==> src/include/htm_pkg.sv <==
// Constants and types of the hardware test-mode control.
// Assumes one 10 MHz system clock and an APB register port.
// ==========================================
// Package
package htm_pkg;
  // Signal pads in the generic pad bank
  localparam int NPAD = 16;
  // Clock rate and divider lengths
  localparam int CLK_SYS_HZ = 10_000_000;
  localparam int RIPPLE_WIDTH = 6;          // Main clock / 64
  localparam int RTC_DIV_WIDTH = 15;        // 32768 Hz down to 1 Hz
  // Register byte offsets
  localparam logic [7:0] CTRL_OFFSET = 8'h00;
  localparam logic [7:0] STATUS_OFFSET = 8'h04;
  // Control register layout and reset value
  localparam int CTRL_SOFT_TEST_BIT = 11;
  localparam logic CTRL_SOFT_TEST_RESET = 1'b0;
  // Status register layout
  localparam int ST_MODE_LSB = 0;
  localparam int ST_BOOT8_BIT = 4;
  localparam int ST_ROM_BIT = 5;
  localparam int ST_UR_BIT = 6;
  localparam int ST_MC_BIT = 7;
  localparam int ST_PE0_BIT = 8;
  // Synthesiser controls, port A order {sel,xtal,on,d0,d1,bp}
  localparam logic [5:0] SYNTH_INVERT = 6'h3A;  // Equals default
  localparam logic [5:0] SYNTH_OFF = 6'h23;     // Osc and loop off
  localparam logic [5:0] SYNTH_EPB = 6'h3B;     // Default, bypassed
  localparam int SYNTH_BP_BIT = 0;
  // Latched strap reset values
  localparam logic STRAP_RESET = 1'b0;
  localparam logic UR_STRAP_RESET = 1'b1;
  // Hardware test modes
  typedef enum logic [2:0] {
    HTM_NORMAL, HTM_BYPASS, HTM_EPB, HTM_OSC, HTM_PIN, HTM_HIGHZ
  } htm_mode_type;
  // Expansion transfer widths, coded as the test-ROM field
  typedef enum logic [1:0] {
    HTM_W8, HTM_PCMCIA, HTM_W32, HTM_W16
  } htm_width_type;
endpackage

==> src/include/htm_reg_if.sv <==
// Carrier between the test-mode core and its register file.
// Assumes both ends sit on clk_sys.
// ==========================================
// Interface
interface htm_reg_if;
  logic                 soft_test;  // Mirror and interrupt export
  htm_pkg::htm_mode_type mode;      // Decoded hardware mode
  logic                 boot_8bit;  // Boot width in use
  logic                 test_rom;   // Test ROM straps latched
  logic                 latch_ur;   // Latched user reset level
  logic                 latch_mc;   // Latched media-changed level
  logic                 latch_pe0;  // Latched port E bit 0
  modport core (input soft_test, output mode, boot_8bit,
                output test_rom, latch_ur, latch_mc, latch_pe0);
  modport regs (output soft_test, input mode, boot_8bit,
                input test_rom, latch_ur, latch_mc, latch_pe0);
endinterface
==> src/core/htm_regs.sv <==
// APB register file of the test-mode control.
// Assumes an APB master on clk_sys; answers with no wait state.
// ==========================================
// Register file
module htm_regs (
  input  wire logic        clk_sys,
  input  wire logic        reset_n,
  input  wire logic        psel,
  input  wire logic        penable,
  input  wire logic        pwrite,
  input  wire logic [7:0]  paddr,
  input  wire logic [31:0] pwdata,
  output logic      [31:0] prdata,
  output logic             pready,
  output logic             pslverr,
  htm_reg_if.regs          bus
);
  logic setup;   // Setup cycle of a transfer
  logic hit;     // Address maps to a register
  logic access;  // Access phase completes now
  assign setup = psel && !penable;
  assign hit = (paddr == htm_pkg::CTRL_OFFSET) || (paddr == htm_pkg::STATUS_OFFSET);
  assign access = psel && penable;
  // Zero wait states, so pready is a plain level
  assign pready = 1'b1;

  // ==========================================
  // Control register write
  always_ff @(posedge clk_sys or negedge reset_n) begin
    if (!reset_n) begin
      bus.soft_test <= htm_pkg::CTRL_SOFT_TEST_RESET;
    end else if (access && pwrite && paddr == htm_pkg::CTRL_OFFSET) begin
      bus.soft_test <= pwdata[htm_pkg::CTRL_SOFT_TEST_BIT];
    end
  end

  // ==========================================
  // Read data and error, prepared in the setup cycle
  always_ff @(posedge clk_sys or negedge reset_n) begin
    if (!reset_n) begin
      prdata  <= 32'h0000_0000;
      pslverr <= 1'b0;
    end else if (setup) begin
      prdata  <= 32'h0000_0000;
      pslverr <= !hit;  // Unmapped address answers an error
      if (!pwrite && paddr == htm_pkg::CTRL_OFFSET) begin
        prdata[htm_pkg::CTRL_SOFT_TEST_BIT] <= bus.soft_test;
      end else if (!pwrite && paddr == htm_pkg::STATUS_OFFSET) begin
        prdata[htm_pkg::ST_MODE_LSB +: 3] <= bus.mode;
        prdata[htm_pkg::ST_BOOT8_BIT] <= bus.boot_8bit;
        prdata[htm_pkg::ST_ROM_BIT]   <= bus.test_rom;
        prdata[htm_pkg::ST_UR_BIT]    <= bus.latch_ur;
        prdata[htm_pkg::ST_MC_BIT]    <= bus.latch_mc;
        prdata[htm_pkg::ST_PE0_BIT]   <= bus.latch_pe0;
      end
    end
  end
endmodule

==> src/core/htm_test_ctrl.sv <==
// Hardware test-mode control: strap latching, mode decode, pad
// steering, clock test outputs, chip select and width decode.
// Assumes pins are synchronous to clk_sys; the pad bank stands
// for every signal pin except the two test selectors.
// ==========================================
// Summary of operation
// - Straps follow pins while power-on reset low
// - Both selectors high: normal, strap picks width
// - Bypass mode: oscillators and loop off
// - Bypass: oscillator enable on port C0
// - Selector 1 only, user reset high: bus test
// - Bus test: port A controls, word acknowledge
// - Clock test: logic frozen except dividers
// - Clock test: port A drives synthesiser
// - Clock test: clocks on column drives
// - Some synthesiser inputs inverted, zero is default
// - Pin test: column 7 is pad parity
// - Pin test entry: latch pads, drive back
// - Parity chain gated off outside pin test
// - High-Z mode: all output enables off
// - Media-changed strap selects test ROM boot
// - Test ROM: chip select decode reversed
// - Test ROM: bus width field decode
// - Control bit 11 mirrors bus on select 6
// - Soft test: interrupts out on port E
module htm_test_ctrl (
  input  wire logic                    clk_sys,
  input  wire logic                    reset_n,
  input  wire logic                    psel,
  input  wire logic                    penable,
  input  wire logic                    pwrite,
  input  wire logic [7:0]              paddr,
  input  wire logic [31:0]             pwdata,
  output logic      [31:0]             prdata,
  output logic                         pready,
  output logic                         pslverr,
  input  wire logic                    test_select_n0,
  input  wire logic                    test_select_n1,
  input  wire logic                    power_on_reset_n,
  input  wire logic                    user_reset_n,
  input  wire logic                    media_changed_in,
  input  wire logic                    port_e0_in,
  input  wire logic [7:0]              port_a_in,
  input  wire logic                    main_crystal_in,
  input  wire logic                    rtc_crystal_pin,
  input  wire logic                    main_synth_out,
  input  wire logic                    osc_run,
  output logic                         main_clk_direct,
  output logic      [5:0]              synth_ctrl,
  output logic                         core_hold,
  output logic                         boot_8bit,
  output logic                         test_rom_mode,
  output logic                         periph_test_ctrl_a,
  output logic                         periph_test_ctrl_b,
  output logic                         rtc_divider_fast_start,
  output logic                         periph_test_clock_in,
  output logic                         video_count_speedup,
  input  wire logic                    periph_test_ack,
  input  wire logic                    word_func,
  output logic                         word_pin_out,
  input  wire logic                    port_c0_func,
  output logic                         port_c0_out,
  input  wire logic [3:0]              port_e_func,
  input  wire logic                    cpu_irq_n,
  input  wire logic                    cpu_fast_irq_n,
  output logic      [3:0]              port_e_out,
  input  wire logic [7:0]              column_func,
  output logic      [7:0]              column_drive,
  input  wire logic [htm_pkg::NPAD-1:0] pad_in,
  input  wire logic [htm_pkg::NPAD-1:0] func_out,
  input  wire logic [htm_pkg::NPAD-1:0] func_oe,
  output logic      [htm_pkg::NPAD-1:0] pad_out,
  output logic      [htm_pkg::NPAD-1:0] pad_oe,
  input  wire logic                    ext_access,
  input  wire logic                    periph_access,
  input  wire logic [2:0]              ext_region,
  input  wire logic [1:0]              width_field,
  output logic      [7:0]              exp_select_n,
  output logic      [1:0]              bus_width
);
  // ==========================================
  // Functions
  // Select index for a 256 MB region
  function automatic logic [2:0] sel_index(input logic [2:0] region, input logic rom);
    sel_index = rom ? 3'h7 - region : region;
  endfunction
  // Transfer width from the width field
  function automatic htm_pkg::htm_width_type width_of(input logic [1:0] f, input logic rom);
    width_of = htm_pkg::htm_width_type'(rom ? f : {~f[1], f[0]});
  endfunction

  // ==========================================
  // Declarations
  htm_reg_if                 rif ();       // Link to register file
  htm_pkg::htm_mode_type     mode;         // Decoded mode
  htm_pkg::htm_mode_type     mode_q;       // Mode one cycle ago
  logic                      latch_ur;     // User reset strap
  logic                      latch_mc;     // Media-changed strap
  logic                      latch_pe0;    // Port E bit 0 strap
  logic [htm_pkg::NPAD-1:0]  pin_hold;     // Pad levels at pin test entry
  logic [htm_pkg::NPAD-1:0]  parity_feed;  // Gated parity inputs
  logic                      parity;       // Pad parity
  logic                      main_q;       // Main crystal, last sample
  logic                      rtc_q;        // RTC crystal, last sample
  logic [htm_pkg::RIPPLE_WIDTH-1:0]  ripple;   // 576 kHz divider
  logic [htm_pkg::RTC_DIV_WIDTH-1:0] rtc_div;  // 1 Hz divider
  logic                      sel_strobe;   // Any select strobe asked
  logic [2:0]                sel_idx;      // Strobe index

  // ==========================================
  // Register file
  htm_regs u_regs (
    .clk_sys (clk_sys),
    .reset_n (reset_n),
    .psel    (psel),
    .penable (penable),
    .pwrite  (pwrite),
    .paddr   (paddr),
    .pwdata  (pwdata),
    .prdata  (prdata),
    .pready  (pready),
    .pslverr (pslverr),
    .bus     (rif)
  );
  assign rif.mode = mode;
  assign rif.boot_8bit = boot_8bit;
  assign rif.test_rom = test_rom_mode;
  assign rif.latch_ur = latch_ur;
  assign rif.latch_mc = latch_mc;
  assign rif.latch_pe0 = latch_pe0;

  // ==========================================
  // Straps
  // Follow pins while power-on reset is low; the last low level
  // stays when it rises, so pins serve normally afterwards
  always_ff @(posedge clk_sys or negedge reset_n) begin
    if (!reset_n) begin
      latch_ur  <= htm_pkg::UR_STRAP_RESET;
      latch_mc  <= htm_pkg::STRAP_RESET;
      latch_pe0 <= htm_pkg::STRAP_RESET;
    end else if (!power_on_reset_n) begin
      latch_ur  <= user_reset_n;
      latch_mc  <= media_changed_in;
      latch_pe0 <= port_e0_in;
    end
  end

  // ==========================================
  // Mode decode, straight from the selector pins and the latched user reset strap
  always_comb begin
    case ({test_select_n0, test_select_n1})
      2'b11:   mode = htm_pkg::HTM_NORMAL;
      2'b10:   mode = htm_pkg::HTM_BYPASS;
      2'b01:   mode = latch_ur ? htm_pkg::HTM_EPB : htm_pkg::HTM_OSC;
      2'b00:   mode = latch_ur ? htm_pkg::HTM_PIN : htm_pkg::HTM_HIGHZ;
      default: mode = htm_pkg::HTM_NORMAL;
    endcase
  end

  // Boot selection, only meaningful with both selectors high
  assign test_rom_mode = latch_mc;
  assign boot_8bit = latch_mc || latch_pe0;
  // Freeze all logic but the two dividers
  assign core_hold = (mode == htm_pkg::HTM_OSC);
  assign main_clk_direct = (mode == htm_pkg::HTM_BYPASS);

  // ==========================================
  // Synthesiser controls
  always_comb begin
    case (mode)
      htm_pkg::HTM_BYPASS: synth_ctrl = htm_pkg::SYNTH_OFF;
      htm_pkg::HTM_EPB:    synth_ctrl = htm_pkg::SYNTH_EPB;
      // An idle port gives the default settings
      htm_pkg::HTM_OSC:    synth_ctrl = port_a_in[5:0] ^ htm_pkg::SYNTH_INVERT;
      default:             synth_ctrl = htm_pkg::SYNTH_INVERT;
    endcase
  end

  // ==========================================
  // Bus test inputs and acknowledge
  always_comb begin
    periph_test_ctrl_a     = 1'b0;
    periph_test_ctrl_b     = 1'b0;
    rtc_divider_fast_start = 1'b0;
    periph_test_clock_in   = 1'b0;
    video_count_speedup    = 1'b0;
    word_pin_out           = word_func;
    if (mode == htm_pkg::HTM_EPB) begin
      periph_test_ctrl_a     = port_a_in[0];
      periph_test_ctrl_b     = port_a_in[1];
      rtc_divider_fast_start = port_a_in[2];
      periph_test_clock_in   = port_a_in[3];
      video_count_speedup    = port_a_in[4];
      word_pin_out           = periph_test_ack;
    end
  end

  // External oscillator enable replaces port C bit 0
  assign port_c0_out = main_clk_direct ? osc_run : port_c0_func;

  // Interrupt lines replace port E bits 1 and 2; software must
  // still make those bits outputs to see them
  assign port_e_out = rif.soft_test ? {port_e_func[3], cpu_fast_irq_n, cpu_irq_n, port_e_func[0]}
                                    : port_e_func;

  // ==========================================
  // Dividers
  // Crystal inputs are sampled; they must stay well below half
  // the system rate, so this is a slow functional model
  always_ff @(posedge clk_sys or negedge reset_n) begin
    if (!reset_n) begin
      main_q <= 1'b0;
      rtc_q  <= 1'b0;
    end else begin
      main_q <= main_crystal_in;
      rtc_q  <= rtc_crystal_pin;
    end
  end

  // Main clock divided by 64 gives 576 kHz
  always_ff @(posedge clk_sys or negedge reset_n) begin
    if (!reset_n) begin
      ripple <= '0;
    end else if (main_crystal_in && !main_q) begin
      ripple <= ripple + 1'b1;
    end
  end

  // RTC clock divided down to 1 Hz
  always_ff @(posedge clk_sys or negedge reset_n) begin
    if (!reset_n) begin
      rtc_div <= '0;
    end else if (rtc_crystal_pin && !rtc_q) begin
      rtc_div <= rtc_div + 1'b1;
    end
  end

  // ==========================================
  // Pin test pad bank
  // Catch every pad on the first cycle of pin test
  always_ff @(posedge clk_sys or negedge reset_n) begin
    if (!reset_n) begin
      mode_q   <= htm_pkg::HTM_NORMAL;
      pin_hold <= '0;
    end else begin
      mode_q <= mode;
      if (mode == htm_pkg::HTM_PIN && mode_q != htm_pkg::HTM_PIN) begin
        pin_hold <= pad_in;
      end
    end
  end

  // Gating the feed keeps the chain still and saves power
  assign parity_feed = (mode == htm_pkg::HTM_PIN) ? pad_in : '0;
  assign parity = ^parity_feed;

  // High-Z is pure logic from pins and strap, no clock edge
  always_comb begin
    case (mode)
      htm_pkg::HTM_HIGHZ: begin
        pad_out = func_out;
        pad_oe  = '0;
      end
      htm_pkg::HTM_PIN: begin
        // The entry cycle still drives live pads
        pad_out = (mode_q == htm_pkg::HTM_PIN) ? pin_hold : pad_in;
        pad_oe  = '1;
      end
      default: begin
        pad_out = func_out;
        pad_oe  = func_oe;
      end
    endcase
  end

  // ==========================================
  // Column drives
  always_comb begin
    column_drive = column_func;
    if (mode == htm_pkg::HTM_OSC) begin
      column_drive[0] = rtc_crystal_pin;
      column_drive[1] = rtc_div[htm_pkg::RTC_DIV_WIDTH-1];
      column_drive[2] = main_synth_out;
      column_drive[4] = ripple[htm_pkg::RIPPLE_WIDTH-1];
    end
    if (mode == htm_pkg::HTM_PIN) begin
      column_drive[7] = parity;
    end
  end

  // ==========================================
  // Expansion selects and width, registered
  assign sel_strobe = ext_access || (rif.soft_test && periph_access);
  // Mirrored peripheral cycles always use select 6
  assign sel_idx = (rif.soft_test && periph_access) ? 3'h6
                 : sel_index(ext_region, test_rom_mode);
  always_ff @(posedge clk_sys or negedge reset_n) begin
    if (!reset_n) begin
      exp_select_n <= 8'hFF;
      bus_width    <= 2'h0;
    end else begin
      exp_select_n <= sel_strobe ? ~(8'h01 << sel_idx) : 8'hFF;
      bus_width    <= width_of(width_field, test_rom_mode);
    end
  end
endmodule

==> config.mk <==
export PLATFORM = sky130hd
export DESIGN_NAME = htm_test_ctrl
export DESIGN_NICKNAME = d
export VERILOG_FILES = /design/src/include/htm_pkg.sv /design/src/include/htm_reg_if.sv /design/src/core/htm_regs.sv /design/src/core/htm_test_ctrl.sv
export SDC_FILE = /design/constraint.sdc
export NUM_CORES = 1
export LEC_CHECK = 0
export CORE_UTILIZATION = 45
export DETAILED_ROUTE_END_ITERATION = 8
export DONT_BUFFER_PORTS = 1
export PLACE_DENSITY_LB_ADDON = 0.12
export REMOVE_ABC_BUFFERS = 1
export SLEW_MARGIN = 25
export SYNTH_ARGS = -nofsm -noshare
export SYNTH_HDL_FRONTEND = slang
export SYNTH_SLANG_ARGS = --single-unit
==> constraint.sdc <==
create_clock -name clk_sys -period 5.4 [get_ports clk_sys]
set_clock_uncertainty 0.05 [all_clocks]
set_input_delay 0.54 -clock clk_sys [delete_from_list [all_inputs] [get_ports clk_sys]]
set_output_delay 0.54 -clock clk_sys [all_outputs]
set_load 0.02 [all_outputs]
* Word-level counts from Yosys, hierarchy flattened
Cells that the tools add are included.
** Storage, ports and cells
- Input bits :: 135
- Output and inout bits :: 105
- Flip-flop bits (word level) :: 66
- Logic and storage cells :: 81
** Operators by class
- $add $sub $neg :: 3
- Shifts and indexed selects :: 1
- Eq/ne operators :: 11
- Bitwise operators :: 3
- Reduce and logical (&&, ||, !) cells :: 21
- Mux-type cells :: 28
** Operators with widths (count)
- $mux W16 :: 3
- $pmux W16 S2 :: 1
- $mux W3 :: 6
- $pmux W6 S3 :: 1
- $reduce_xor A16 Y1 :: 1
- $add A15 B1 Y15 const B :: 1
- $mux W1 :: 12
- $pmux W3 S4 :: 1
- $logic_and A1 B1 Y1 :: 10
- $mux W5 :: 2
- $eq A3 B3 Y1 const B :: 3
- $eq A8 B3 Y1 const B :: 1
- $logic_not A8 Y1 :: 1
- $mux W8 :: 1
- $not A8 Y8 :: 1
- $shl A1 B3 Y8 const A :: 1
- $add A6 B1 Y6 const B :: 1
- $eq A3 B2 Y1 const B :: 2
- $logic_not A1 Y1 :: 5
- $eq A2 B2 Y1 const B :: 2
- $not A4 Y4 :: 1
- $eq A3 B1 Y1 const B :: 1
- $logic_or A1 B1 Y1 :: 3
- $ne A3 B3 Y1 const B :: 1
- other kinds (5) :: 5

* Depth between registers and ports, before layout
- Word-level depth :: 6
- Depth in mapped cells :: 8

* Hierarchy
A second synthesis with hierarchy kept.
** Second synthesis, totals
- Cells, all modules :: 378
- Area total of the unflattened synthesis :: 3673.5 µm²
** By module, submodules not included
- htm_test_ctrl :: cells an instance 318, area each 3017.9 µm², seq. area each 1387.6 µm², times used 1
- htm_regs :: cells an instance 60, area each 655.6 µm², seq. area each 275.3 µm², times used 1

* Worst setup path after synthesis
OpenSTA, ideal clock, no wires.
- Path kind :: input-to-output
- Start point :: input test_select_n0
- End point :: output synth_ctrl[3]
- Stages on the path :: 6
- Path slack :: 2942 ps
- Required time :: 4810 ps
- Data arrival time :: 1868 ps
- Buffers on the path :: 1
- Cells stage by stage :: inv_1 ha_1 clkbuf_1 nor2b_1 nand2_1 o211ai_1
** On the way
- Longest elaborated chain between the ends :: 4
- Elaborated cells on any way between the ends :: 9
- Those cells by class :: eq/ne: 6; mux: 2; reduce/logical: 1
** Ends and longest elaborated chain
- start, declared :: line htm_test_ctrl.sv:37 : input wire logic test_select_n0,
- $eq A2 B1 Y1 (tied with other cells) :: line htm_test_ctrl.sv:151 : case ({test_select_n0, test_select_n1})
- $pmux W3 S4 * :: line htm_test_ctrl.sv:151
- named net mode[2] :: line htm_test_ctrl.sv:95 : htm_pkg::htm_mode_type mode;
- $eq A3 B2 Y1 / $eq A3 B1 Y1 (equally long branches) :: line htm_test_ctrl.sv:170 : case (mode)
- $pmux W6 S3 * :: line htm_test_ctrl.sv:170
- end, declared :: line htm_test_ctrl.sv:49 : output logic [5:0] synth_ctrl,
Mark *: on every way through the listed nets, which the timed path passes. The rest lies on a longest branch.

* Worst setup path in the final report
- Start point :: input test_select_n1
- End point :: output column_drive[7]
** On the way
- Longest elaborated chain between the ends :: 6
- Elaborated cells on any way between the ends :: 9
- Those cells by class :: eq/ne: 4; mux: 3; reduce/logical: 2
** Ends and longest elaborated chain
- start, declared :: line htm_test_ctrl.sv:38 : input wire logic test_select_n1,
- $eq A2 B1 Y1 (tied with other cells) :: line htm_test_ctrl.sv:151
- $pmux W3 S4 * :: line htm_test_ctrl.sv:151
- named net mode[2] :: line htm_test_ctrl.sv:95
- $eq A3 B3 Y1 * :: line htm_test_ctrl.sv:254, htm_test_ctrl.sv:286
- $mux W16 :: line htm_test_ctrl.sv:254 : assign parity_feed = (mode == htm_pkg::HTM_PIN) ? pad_in : '0;
- $reduce_xor A16 Y1 :: line htm_test_ctrl.sv:255 : assign parity = ^parity_feed;
- $mux W1 * :: line htm_test_ctrl.sv:286 : if (mode == htm_pkg::HTM_PIN) begin
- end, declared :: line htm_test_ctrl.sv:68 : output logic [7:0] column_drive,
Marks and branches as above.

==> summary.txt <==
Run status
  • Status: finished clean

Clock tree
  • CTS sink count: 65
  • CTS tree: done
  • Setup Fix Bufs, Post-CTS: 0
  • Clock latency at the later pin of the worst-skew pair: 0.34 ns
  • Clock root buffer: clkbuf_8
  • Clock buffer depth: 2
  • Clock slew at reported path FFs: 0.08 ns
  • CTS H-tree lvls: 3
  • Cts bufs inserted: 9

Synth
  • Cell with the most instances after synthesis: dfrtp_1
  • Post-synth top area share: 38.2%
  • Synth Area in Simple Gates: 13.4%
  • Synth Register Bits: 65
  • EDFF count, synth: 0
  • Register area share after synthesis: 44.6%
  • Mapped Area: 3670 sq um
  • Post-synthesis mux area share: 12.7%
  • Top post-synthesis cells by area: dfrtp_1 38%, xnor2_1 6.7%, dfstp_2 6.4%
  • Largest family of logic cells by synthesized area: simple AND/OR/NAND/NOR gates
  • Post-Synth XOR/XNOR Area: 8.36%
  • Most used DFF post-synth: dfrtp_1
  • Area leader, netlist: dfrtp_1
  • Synth Warn #: 0
  • Synth Area in Compound Gates: 9.24%
  • Async S/R FF share, synth: 100%
  • Adder-Cell Fraction of Synth Area: 1.71%
  • Post-synth cell types: 39
  • Syn Inst Count: 367
  • Synth top cells by count: 56 x dfrtp_1, 48 x nand2_1, 36 x o21ai_1
  • Avg Inst Size Synth: 10.0 sq um

Setup path
  • Crit Path Category: primary input to primary output
  • Worst EP arrival: 2.67 ns
  • R2r setup slk: 2.64 ns
  • Slowest Stage Delay on Critical Path: 0.80 ns
  • Critical Path RT: 4.81 ns
  • Endpoint class of the critical path: primary output
  • CP startpoint kind: primary input
  • Crit path max fanout: 51
  • Slowest-stage cell, CP: nand3b_2
  • Worst-path cell chain: inv_1 > ha_1 > nand3b_2 > o21ai_1

Timing
  • Fmax: 306 MHz
  • RSZ-0062 raised after global routing: no
  • Worst-margin pin slew: 0.912 ns
  • Fin crit period: 3.26 ns
  • Slew margin rel.: 38.8%
  • Worst Hold Slack: 0.000727 ns
  • Setup TNS: 0 ns
  • Final setup viols: 0
  • Max-slew violation count: 0
  • Final hold vios: 0
  • Final period util: 60.5%

Floorplanning
  • Row count: 32
  • Die Y: 92.3 um
  • Core footprint: 7810 sq um
  • I/O pin count: 240
  • Chip Width: 92.3 um
  • Initial core utilization: 47.0%
  • Die area: 8520 sq um

GRT
  • Gr usage total: 17.2%
  • Largest net degree at the start of global routing: 66
  • Antenna violations before repair: 1
  • First-pass GRT wire length: 10800 um
  • Vias in the first global route: 2039
  • Gr ovfl total: 0

Routing
  • DRT Wirelength: 7190 um
  • DR vias: 2417
  • Antenna viol nets, final: 0
  • Drt drc: 0
  • Initial DRC count: 95
  • Total iterations of the first detailed-routing run: 4
  • Drt wl/cell: 15.4 um
  • DR vias/cell: 5.19

Placed design
  • Post-DP HPWL: 5430 um
  • IO buf count: 0
  • Final GP Congestion: 0.718

Cells and area
  • Synthesis-to-finish area growth: 4.57%
  • Final Net Count: 499
  • Share of cells above drive strength 1: 11.0%
  • N_diodes: 0
  • FILL cells: 732

Pwr
  • Worst VDD drop: 170 uV
  • LEAKAGE: 1.73 nW
  • PwrDens: 343 nW/um^2

Min path
  • Hold WC Path Type: primary input to async pin

Flow run
  • Maxcap violations: 0
[repair_timing]
action,CTS,global route
hold endpoints to repair,65,0
hold buffers,1,0
gates resized for setup,0,0
[flip-flops by register name, indices dropped and copies added (netlist names)]
register and count:
pin_hold 16, rtc_div 15, exp_select_n 8, u_regs.prdata 8, ripple 6, mode_q 3, bus_width 2, latch_pe0 1
latch_ur 1, main_q 1, rtc_q 1, test_rom_mode 1, u_regs.bus.soft_test 1, u_regs.pslverr 1
[cell families (layout without fill, tap and decap cells)]
logic type      Yosys count  after routing
flops                    65             65
buf+inv                  64             39
simple gates             96             96
fa+ha+maj                 5              5
xor+xnor                 35             35
compound gates           57             57
other cells               2             24
mux                      43             43
[final timing paths]
check,startpoint,end,cells past startpoint
worst max-delay path,test_select_n1,column_drive[7],4
worst min-delay path,reset_n,pin_hold[12]$_DFFE_PN0P_,1
worst max register to register,latch_ur$_DFFE_PN1N_,pin_hold[2]$_DFFE_PN0P_,4
worst min register to register,ripple[5]$_DFFE_PN0P_,ripple[5]$_DFFE_PN0P_,1
max in group asynchronous,reset_n,exp_select_n[0]$_DFF_PN1_,1
min in group clk_sys,main_crystal_in,main_q$_DFF_PN0_,0
[critical path: cells and delay by family]
family	cells	cell delay [ns]
AOI/OAI and AO/OA	1	0.67
adders and majority gates	1	0.59
buffers and inverters	1	0.06
and+or+nand+nor	1	0.80
[layout by cell type, fill, tap and decap left out, types with 7 or more instances in the layout]
cell type  synthesis  final
a22o_1             7      7
clkbuf_8           0     11
conb_1             2     24
dfrtp_1           56     56
dfstp_2            9      9
inv_1             19     19
mux2_1            20     20
mux2_2             7      7
mux2i_1           16     16
nand2_1           48     48
nor2_1            10     10
o21ai_1           36     36
o22ai_1            8      8
xnor2_1           28     28
xor2_1             7      7
[metrics by stage]
step | cells | utilization [%] | total power, mW | instance area [sq um] | setup slack (ns)
floorplan | 346 | - | 0.861 | 3470 | 1.92
global placement | 449 | 46.2 | 0.896 | 3610 | 2.11
detailed placement | 449 | 46.2 | 0.904 | 3610 | 2.03
CTS | 466 | 49.1 | 1.34 | 3840 | 2.05
global route | 466 | 49.1 | 1.40 | 3840 | 1.82
finish | 466 | 49.1 | 1.32 | 3840 | 2.14
[per-layer routing]
| metal | vias up | share of wire (%) | track usage, % |
|---|---|---|---|
| li1 | 1174 | - | - |
| met1 | 1117 | 40 | 21.0 |
| met2 | 117 | 46 | 24.6 |
| met3 | 7 | 13 | 11.3 |
| met4 | 2 | 0.85 | 5.47 |
| met5 | - | 0.13 | 0 |
[cell type report]
cell class                      instances  area, sq um  area share, %
Clock buffer                           13          159           4.14
Inverter                               21         78.8           2.05
Sequential cell                        65         1640           42.7
Clock inverter                          3         40.0           1.04
Tap cell                              102          128           3.33
Timing Repair Buffer                    2         35.0          0.913
Multi-Input combinational cell        260         1760           45.8
[power by group]
group	internal [mW]	total, mW	switching (mW)
sequential	0.576	0.643	0.0669
combinational	0.106	0.260	0.154
clock	0.237	0.413	0.176
No activity file was read; power rests on OpenSTA's default activity.
